--- src/sdram_pins_consts.vh ---
`ifndef SDRAM_PINS_CONSTS_VH
`define SDRAM_PINS_CONSTS_VH
// ==========================================================
// address decode
`define SDRAM_REGION 2'h1
`define BANK_SEL_MSB 29
`define BANK_SEL_LSB 28
`define RESERVED_MSB 27
// ==========================================================
// refresh timing
`define REFRESH_NS 7800
`define CLK_PERIOD_NS 5
// REFRESH_NS over CLK_PERIOD_NS, held at the parameter width
`define REFRESH_CYCLES 16'h0618
// ==========================================================
// command encodings {ras_n, cas_n, we_n}
`define CMD_NOP 3'h7
`define CMD_ACTIVE 3'h3
`define CMD_READ 3'h5
`define CMD_WRITE 3'h4
`define CMD_PRECHARGE 3'h2
`define CMD_REFRESH 3'h1
`define CMD_MODE 3'h0
`endif
--- src/refresh_timer.v ---
`timescale 1ns/1ps
`include "sdram_pins_consts.vh"
module refresh_timer #(
    parameter [15:0] INTERVAL = `REFRESH_CYCLES
) (
    input wire clk,
    input wire sys_rst,
    input wire taken,
    output reg pending
);
    reg [15:0] count;
    // ==========================================================
    // interval counter; request stays set until served
    always @(posedge clk) begin
        if (sys_rst) begin
            count <= 16'h0000;
            pending <= 1'b0;
        end else begin
            if (count >= INTERVAL - 16'h0001) begin
                count <= 16'h0000;
                pending <= 1'b1;
            end else begin
                count <= count + 16'h0001;
                if (taken) begin
                    pending <= 1'b0;
                end
            end
        end
    end
endmodule // refresh_timer

--- src/sdram_pin_interface.v ---
`timescale 1ns/1ps
`include "sdram_pins_consts.vh"
module sdram_pin_interface #(
    parameter [15:0] REFRESH_INTERVAL = `REFRESH_CYCLES
) (
    input wire clk,
    input wire sys_rst,
    input wire req_valid,
    input wire req_write,
    input wire req_single,
    input wire [31:0] req_addr,
    input wire bus32_mode,
    input wire is_master,
    input wire suspend_req,
    input wire host_bus_request_n,
    input wire other_addr_busy,
    output reg req_ready,
    output reg [3:0] sdram_bank_select_n,
    output reg [3:0] sdram_bank_select_oe_n,
    output reg sdram_ras_n,
    output reg sdram_cas_n,
    output reg sdram_write_enable_n,
    output reg sdram_ctl_oe_n,
    output reg [13:0] sdram_addr,
    output reg sdram_addr_bit10,
    output reg low_word_mask,
    output reg high_word_mask,
    output reg sdram_clock_enable,
    output reg host_bus_grant,
    output reg self_refresh
);
    localparam [3:0] S_IDLE = 4'h0;
    localparam [3:0] S_ACT = 4'h1;
    localparam [3:0] S_RW = 4'h2;
    localparam [3:0] S_PRE = 4'h3;
    localparam [3:0] S_REF = 4'h4;
    localparam [3:0] S_SREF = 4'h5;
    localparam [3:0] S_GRANT = 4'h6;
    localparam [3:0] S_SUSP = 4'h7;
    localparam [3:0] S_EXIT = 4'h8;

    reg [3:0] state;
    reg hbr_meta;
    reg hbr_sync;
    reg [31:0] addr_q;
    reg write_q;
    reg single_q;
    reg refresh_taken;
    wire refresh_pending;
    wire in_region;
    reg [2:0] next_cmd;

    // ==========================================================
    // pin synchroniser for the host request
    always @(posedge clk) begin
        if (sys_rst) begin
            hbr_meta <= 1'b1;
            hbr_sync <= 1'b1;
        end else begin
            hbr_meta <= host_bus_request_n;
            hbr_sync <= hbr_meta;
        end
    end

    refresh_timer #(
        .INTERVAL(REFRESH_INTERVAL)
    ) u_refresh (
        .clk(clk),
        .sys_rst(sys_rst),
        .taken(refresh_taken),
        .pending(refresh_pending)
    );

    // reserved space taken as the upper half of each bank slice, where bit 27 is set
    assign in_region = (req_addr[31:30] == `SDRAM_REGION) && !req_addr[`RESERVED_MSB];

    // ==========================================================
    // command encode
    always @* begin
        case (state)
            S_ACT: next_cmd = `CMD_ACTIVE;
            S_RW: next_cmd = write_q ? `CMD_WRITE : `CMD_READ;
            S_PRE: next_cmd = `CMD_PRECHARGE;
            S_REF: next_cmd = `CMD_REFRESH;
            S_SREF: next_cmd = `CMD_REFRESH;
            default: next_cmd = `CMD_NOP;
        endcase
    end

    // ==========================================================
    // sequencer
    always @(posedge clk) begin
        if (sys_rst) begin
            state <= S_IDLE;
            addr_q <= 32'h00000000;
            write_q <= 1'b0;
            single_q <= 1'b0;
            refresh_taken <= 1'b0;
            req_ready <= 1'b0;
            host_bus_grant <= 1'b0;
            self_refresh <= 1'b0;
            sdram_clock_enable <= 1'b1;
        end else begin
            refresh_taken <= 1'b0;
            req_ready <= 1'b0;
            case (state)
                S_IDLE: begin
                    // refresh first so a busy port cannot starve it
                    if (refresh_pending && !refresh_taken) begin
                        state <= S_REF;
                        refresh_taken <= 1'b1;
                    end else if (!hbr_sync && is_master) begin
                        state <= S_SREF;
                    end else if (suspend_req) begin
                        state <= S_SUSP;
                        sdram_clock_enable <= 1'b0;
                    end else if (req_valid && in_region && is_master) begin
                        addr_q <= req_addr;
                        write_q <= req_write;
                        single_q <= req_single;
                        state <= S_ACT;
                    end
                end
                S_ACT: state <= S_RW;
                S_RW: begin
                    req_ready <= 1'b1;
                    state <= S_PRE;
                end
                S_PRE: state <= S_IDLE;
                S_REF: state <= S_IDLE;
                S_SREF: begin
                    sdram_clock_enable <= 1'b0;
                    self_refresh <= 1'b1;
                    host_bus_grant <= 1'b1;
                    state <= S_GRANT;
                end
                S_GRANT: begin
                    if (hbr_sync) begin
                        host_bus_grant <= 1'b0;
                        state <= S_EXIT;
                    end
                end
                S_SUSP: begin
                    if (!suspend_req) begin
                        sdram_clock_enable <= 1'b1;
                        state <= S_IDLE;
                    end
                end
                S_EXIT: begin
                    sdram_clock_enable <= 1'b1;
                    self_refresh <= 1'b0;
                    state <= S_IDLE;
                end
                default: state <= S_IDLE;
            endcase
        end
    end

    // ==========================================================
    // pin registers
    always @(posedge clk) begin
        if (sys_rst) begin
            sdram_bank_select_n <= 4'hF;
            sdram_bank_select_oe_n <= 4'hF;
            sdram_ras_n <= 1'b1;
            sdram_cas_n <= 1'b1;
            sdram_write_enable_n <= 1'b1;
            sdram_ctl_oe_n <= 1'b1;
            sdram_addr <= 14'h0000;
            sdram_addr_bit10 <= 1'b0;
            low_word_mask <= 1'b0;
            high_word_mask <= 1'b0;
        end else begin
            sdram_ras_n <= next_cmd[2];
            sdram_cas_n <= next_cmd[1];
            sdram_write_enable_n <= next_cmd[0];
            // released when not master or while the host owns the bus
            sdram_ctl_oe_n <= !is_master || state == S_GRANT || state == S_EXIT;
            sdram_bank_select_oe_n <= (!is_master || state == S_GRANT || state == S_EXIT)
                ? 4'hF : 4'h0;
            sdram_bank_select_n <= 4'hF;
            if (state == S_ACT || state == S_RW || state == S_PRE) begin
                sdram_bank_select_n <= ~(4'h1 << addr_q[`BANK_SEL_MSB:`BANK_SEL_LSB]);
            end else if (state == S_REF || state == S_SREF) begin
                sdram_bank_select_n <= 4'h0;
            end
            if (state == S_ACT) begin
                sdram_addr <= addr_q[26:13];
            end else if (state == S_RW) begin
                sdram_addr <= {4'h0, addr_q[12:3]};
            end
            // bit 10 drives precharge-all; refresh needs no main address lines
            if (state == S_ACT) begin
                sdram_addr_bit10 <= addr_q[23];
            end else begin
                sdram_addr_bit10 <= (state == S_PRE);
            end
            low_word_mask <= 1'b0;
            high_word_mask <= 1'b0;
            if (state == S_RW && write_q) begin
                low_word_mask <= !bus32_mode && addr_q[2];
                high_word_mask <= bus32_mode || (single_q && !addr_q[2]);
            end
        end
    end
endmodule // sdram_pin_interface

--- config.mk ---
export PLATFORM = sky130hd
export DESIGN_NAME = sdram_pin_interface
export DESIGN_NICKNAME = d
export VERILOG_FILES = /design/src/refresh_timer.v /design/src/sdram_pin_interface.v
export VERILOG_INCLUDE_DIRS = /design/src
export SDC_FILE = /design/constraint.sdc
export NUM_CORES = 1
export LEC_CHECK = 0
export BUFFER_PORTS_ARGS = -buffer_cell sky130_fd_sc_hd__buf_2
export CAP_MARGIN = 20
export CORE_ASPECT_RATIO = 0.7
export CORE_MARGIN = 2
export CORE_UTILIZATION = 27
export CTS_CLUSTER_DIAMETER = 200
export CTS_CLUSTER_SIZE = 10
export DETAILED_ROUTE_END_ITERATION = 10
export SYNTH_ARGS = -nofsm -noshare
export SYNTH_HDL_FRONTEND = slang
export SYNTH_HIERARCHICAL = 1
export SYNTH_SLANG_ARGS = --single-unit
--- constraint.sdc ---
create_clock -name clk -period 2.3 [get_ports clk]
set_input_delay 0.575 -clock clk [delete_from_list [all_inputs] [get_ports clk]]
set_output_delay 0.575 -clock clk [all_outputs]
set_load 0.01 [all_outputs]
# Yosys cells after proc, flatten, opt, wreduce, memory -nomap -nowiden

Cells that the tools add are included.

Bits in registers: 89
Bits of input ports: 42
Output and inout bits: 33
Word-level logic and storage cells: 108

Add/subtract/negate cells: 1
$lt $le $gt $ge: 1
Equality and inequality tests: 15
Shift operators: 1
Mux-type cells: 27
Bitwise logic cells: 6
Reduce and logical (&&, ||, !) cells: 34

Operators by type and width:

| kind                                                                | number |
|---|---|
| two-way mux 4 bit                                                   | 9 |
| two-way mux 14 bit                                                  | 2 |
| case mux 4 bit (6 select lines)                                     | 1 |
| adder 16 x 1 -> 16 bit, second input constant                       | 1 |
| equality test 4 x 3 -> 1 bit, second input constant                 | 4 |
| greater-or-equal comparator 16 x 11 -> 1 bit, second input constant | 1 |
| case mux 3 bit (4 select lines)                                     | 1 |
| two-way mux 1 bit                                                   | 11 |
| inequality test 2 bit, second input constant                        | 5 |
| AND reduction 5 bit                                                 | 2 |
| equality test 4 x 2 -> 1 bit, second input constant                 | 2 |
| logical AND 1 bit                                                   | 8 |
| nonzero test 2 bit                                                  | 4 |
| OR reduction 2 bit                                                  | 4 |
| logical NOT 1 bit                                                   | 6 |
| logical OR 1 bit                                                    | 6 |
| inequality test 5 bit, second input constant                        | 1 |
| inverter 1 bit                                                      | 5 |
| equality test 4 x 1 -> 1 bit, second input constant                 | 1 |
| equality test 4 bit, second input constant                          | 1 |
| logical NOT 4 bit                                                   | 1 |
| inverter 4 bit                                                      | 1 |
| case mux 1 bit (2 select lines)                                     | 2 |
| case mux 1 bit (4 select lines)                                     | 1 |
| 5 further kinds                                                     | 5 |

# Longest topological paths before layout

Word-level depth: 9
Gate-level depth with buffers: 7
Mapped depth without buffers: 4

# Modules after synthesis

Netlist, hierarchy kept.

By module, submodules not included:

| module              | times used | cells an instance | area each (um2) |
|---|---|---|---|
| sdram_pin_interface | 1          | 297               | 2836.5 |
| refresh_timer       | 1          | 67                | 700.7 |

# Worst setup path before layout

No wires, ideal clock.

Path kind: input to register
Start: input req_addr[31]
End: register addr_q[10]
Data arrival time: 1.619 ns
Slack: 0.609 ns
Cell stages on the path: 6
Path buffers: 2
Path through: nor4bb_1 -> nand2_1 -> and2b_1 -> buf_6 -> buf_6 -> mux2i_1

Cells in the longest elaborated chain, start to end: 5

RTL lines:

| item                                   | line                      | RTL |
|---|---|---|
| start, declared                        | sdram_pin_interface.v:11  | `input wire [31:0] req_addr,` |
| equality test 2 x 1 -> 1 bit (no line) | n/a                       |  |
| logical AND 1 bit                      | sdram_pin_interface.v:75  | `` assign in_region = (req_addr[31:30] == `SDRAM_REGION) && !req_addr[`RESERVED_MSB]; `` |
| logical AND 1 bit (2 in a row)         | sdram_pin_interface.v:117 | `end else if (req_valid && in_region && is_master) begin` |
| AND reduction 5 bit (no line)          | n/a                       |  |
| end signal, assigned                   | sdram_pin_interface.v:118 | `addr_q <= req_addr;` |
| end, declared                          | sdram_pin_interface.v:45  | `reg [31:0] addr_q;` |

No other way between the ends.
A chain may end at the register's enable or synchronous reset.

# Final worst setup path

Start: register state[3]
End: register addr_q[9]

Cells in the longest elaborated chain, start to end: 2

RTL lines:

| item                          | line                      | RTL |
|---|---|---|
| start, declared               | sdram_pin_interface.v:42  | `reg [3:0] state;` |
| start signal, assigned        | sdram_pin_interface.v:94  | `state <= S_IDLE;` |
| start signal, assigned        | sdram_pin_interface.v:110 | `state <= S_REF;` |
| start signal, assigned        | sdram_pin_interface.v:113 | `state <= S_SREF;` |
| logical NOT 4 bit             | sdram_pin_interface.v:106 | `case (state)` |
| AND reduction 5 bit (no line) | n/a                       |  |

No other way between the ends.

==> impl_metrics.yaml <==
logic_synthesis:
  synth-async-reset-ratio_pct: 0
  synthSimpleGateAreaFrac_pct: 25.65
  synthTopCellsByArea: "dfxtp_1 (46%), mux2i_1 (11%), nand2b_1 (11%), a211oi_1 (3.0%), nor2_1 (2.8%)"
  syn_area_per_cell_um2: 9.717
  synthAdderAreaFrac_pct: 0.3537
  synthXorXnorAreaFrac_pct: 0.7428
  synth.top_cell.area_share_pct: 46.41
  synthFlopType: "dfxtp_1"
  yosysUniqueCellTypes: 50
  ys_seq_area_share_pct: 46.41
  ys_ff_latch: 82
  netlist_top_cells_count: "dfxtp_1 (82), nand2b_1 (62), mux2i_1 (39)"
  yosysTopAreaCell: "dfxtp_1"
  synth.area.mux_share_pct: 11.04
  synth_cells: 364
  synth_most_common_cell: "dfxtp_1"
  yosys_warnings: 6
  synth_edf_count: 0
  synth_top_family_by_area: "simple AND/OR/NAND/NOR gates"
  synth_compound_area_share_pct: 10.97
  synthesis.area_um2: 3537
cts:
  clock_latency_ps: 330
  postCtsSetupRepairBufs: 0
  cts_buffers: 9
  hold_buffers: 0
  cts_tree: "done"
  cts_root_buf: "clkbuf_16"
  cts_resized: 0
  clockBufferDepth: 2
  clkTransAtPathRegs_ps: 60
  h-tree-depth: 3
  cts.sinks: 82
global_route:
  grt_pass1_wl_um: 12920
  grt_use_total_pct: 11.52
  first_global_vias: 2655
  grt-ovfl-total: 0
  grt_start_max_net_pins: 59
  antenna_found_initial: 0
critical_path:
  cp_cell_sequence: "nor4_4 > and4b_1 > and2b_2 > buf_12 > mux2i_1"
  cp_slowest_stage_delay_ps: 480
  endpoint_kind: "flip-flop"
  path_class: "flip-flop to flip-flop"
  crit_path_start_kind: "flip-flop"
  arrival_ps: 2110
  crit_required_ps: 2560
  cp_max_fo: 29
  critical-path-slowest-cell: "dfxtp_1"
floorplanning:
  die_x_um: 140.8
  io_pins: 75
  coreArea_um2: 12590
  start_util_pct: 28.09
  rows: 34
  die_y_um: 99.76
  dieArea_um2: 14050
routing:
  drt_iter0_drc: 146
  via_per_inst: 4.535
  wirelength_um: 7794
  wire_per_inst_um: 12.99
  drc: 0
  drtPass1Iterations: 4
  ant_nets: 0
  num_vias: 2721
power_and_ir_drop:
  ir_drop_mv: 0.4446
  p_leak_nw: 1.625
  p_total_w: 0.004335
  seqPwrFrac_pct: 41.0
  comb_power_share_pct: 25.5
  switching_share_pct: 30.32
  power.density_nw_per_um2: 994.5
  p_switching_w: 0.001315
  p_int_w: 0.003021
  clkPwrFrac_pct: 33.5
sta:
  setup_violations: 0
  relSlewSlack_pct: 55.62
  drv_slew: 0
  setup_tns_ps: 0
  worst_slew_pin_slew_ps: 664.8
  timing.final.crit_share_pct: 80.42
  fmax_ghz: 0.5406
  fin_skew_ps: 6.000
  hold_slack_ps: 406.8
  rsz0062_at_grt: "no"
  fin_crit_ps: 1850
  final-hold-violation-count: 0
run_status:
  status: "finished, final reports clean"
finish:
  diodes: 0
  stdcell_count: 600
  area_growth_pct: 23.24
  stdcell_area_um2: 4359
  multi_input_area_um2: 1744
  nets: 477
  final.fill_count: 1304
  drive_above_1_share_pct: 25.80
  seq_area_um2: 1642
place:
  gp_congestion: 0.7972
  hpwl_um: 5508
  placed_cells: 585
  io_buffers: 71
  dpl_cell_area_um2: 4054
flow_run:
  max_cap_violations: 0
hold_path:
  hold_class: "flip-flop to flip-flop"
placed cells by master (no fill, tap or decap), types with 3 or more instances in the layout:
cell and instances:
a21oi_1 5, clkbuf_16 9, inv_1 4, a211oi_1 14
nand2_1 16, nor2b_1 7, a31oi_1 3, buf_2 71
dfxtp_1 82, o21ai_0 13, nand3_1 4, nor4_1 3
a211oi_2 5, buf_4 10, or3_1 4, nor2_1 26
clkbuf_8 3, nor3_1 7, or2_2 3, o31ai_1 4
conb_1 5, a22oi_1 4, nand2b_1 62, mux2i_1 39
stage by stage:
step | setup WS, ps | util (%)
5_1_grt | 312.9 | 34.62
2_1_floorplan | 609.3 | -
3_5_place_dp | 260.2 | 32.19
3_3_place_gp | 328.3 | 32.19
4_1_cts | 447.0 | 34.62
6_report | 450.3 | 34.62
cell families (layout without fill, tap and decap cells):
group,Yosys count,in the layout
AOI/OAI and AO/OA,54,54
xor gates and xnor gates,3,3
adders and majority gates,1,1
buffers and inverters,31,101
DFF,82,82
muxes,39,39
other,1,5
and+or+nand+nor,153,153
power by group through the flow:
stage | clock [W] | sequential, W | combinational, W
after global routing | 0.00155 | 0.00181 | 0.00122
after CTS | 0.00150 | 0.00178 | 0.00111
final | 0.00145 | 0.00178 | 0.00110
after global placement | 0 | 0.00180 | 0.00109
after floorplan | 0 | 0.00178 | 0.000750
after detailed placement | 0 | 0.00181 | 0.00111
cell type report:
class	instances	share of cell area, %
tap	162	4.650
sequential	82	37.66
inverter	4	0.3444
clock inverter	2	0.8037
clock buffer	13	6.200
timing repair buffer	82	10.33
multi-input combinational	255	40.01
routing by layer:
metal	global-route usage [%]	part of all wire, %	wire length, um
met5	0	0	0
met4	4.308	1.3	102
met3	3.467	4.7	368
met2	17.11	43	3337
met1	15.78	51	3986
worst max-delay path, delay by kind of cell (launching register included):
family                 cells  cell delay, ps
buffers and inverters      1             230
and+or+nand+nor            3             830
muxes                      1             210
DFF                        1             480
worst paths after layout:
path | from | to | slack (ps) | cells after the start
min reg2reg | hbr_meta$_SDFF_PP1_ | hbr_sync$_SDFF_PP1_ | 410 | 1
max reg2reg | state[3]$_SDFFE_PP0P_ | addr_q[9]$_SDFFE_PP0P_ | 450 | 5
min | hbr_meta$_SDFF_PP1_ | hbr_sync$_SDFF_PP1_ | 410 | 1
max | state[3]$_SDFFE_PP0P_ | addr_q[9]$_SDFFE_PP0P_ | 450 | 5
sequential cells by signal, indices dropped and copies added (netlist names), 4 cells and up:
name,flops
sdram_addr,14
sdram_bank_select_n,4
addr_q,27
u_refresh/count,16
state,4
(Power assumes the default switching activity.)
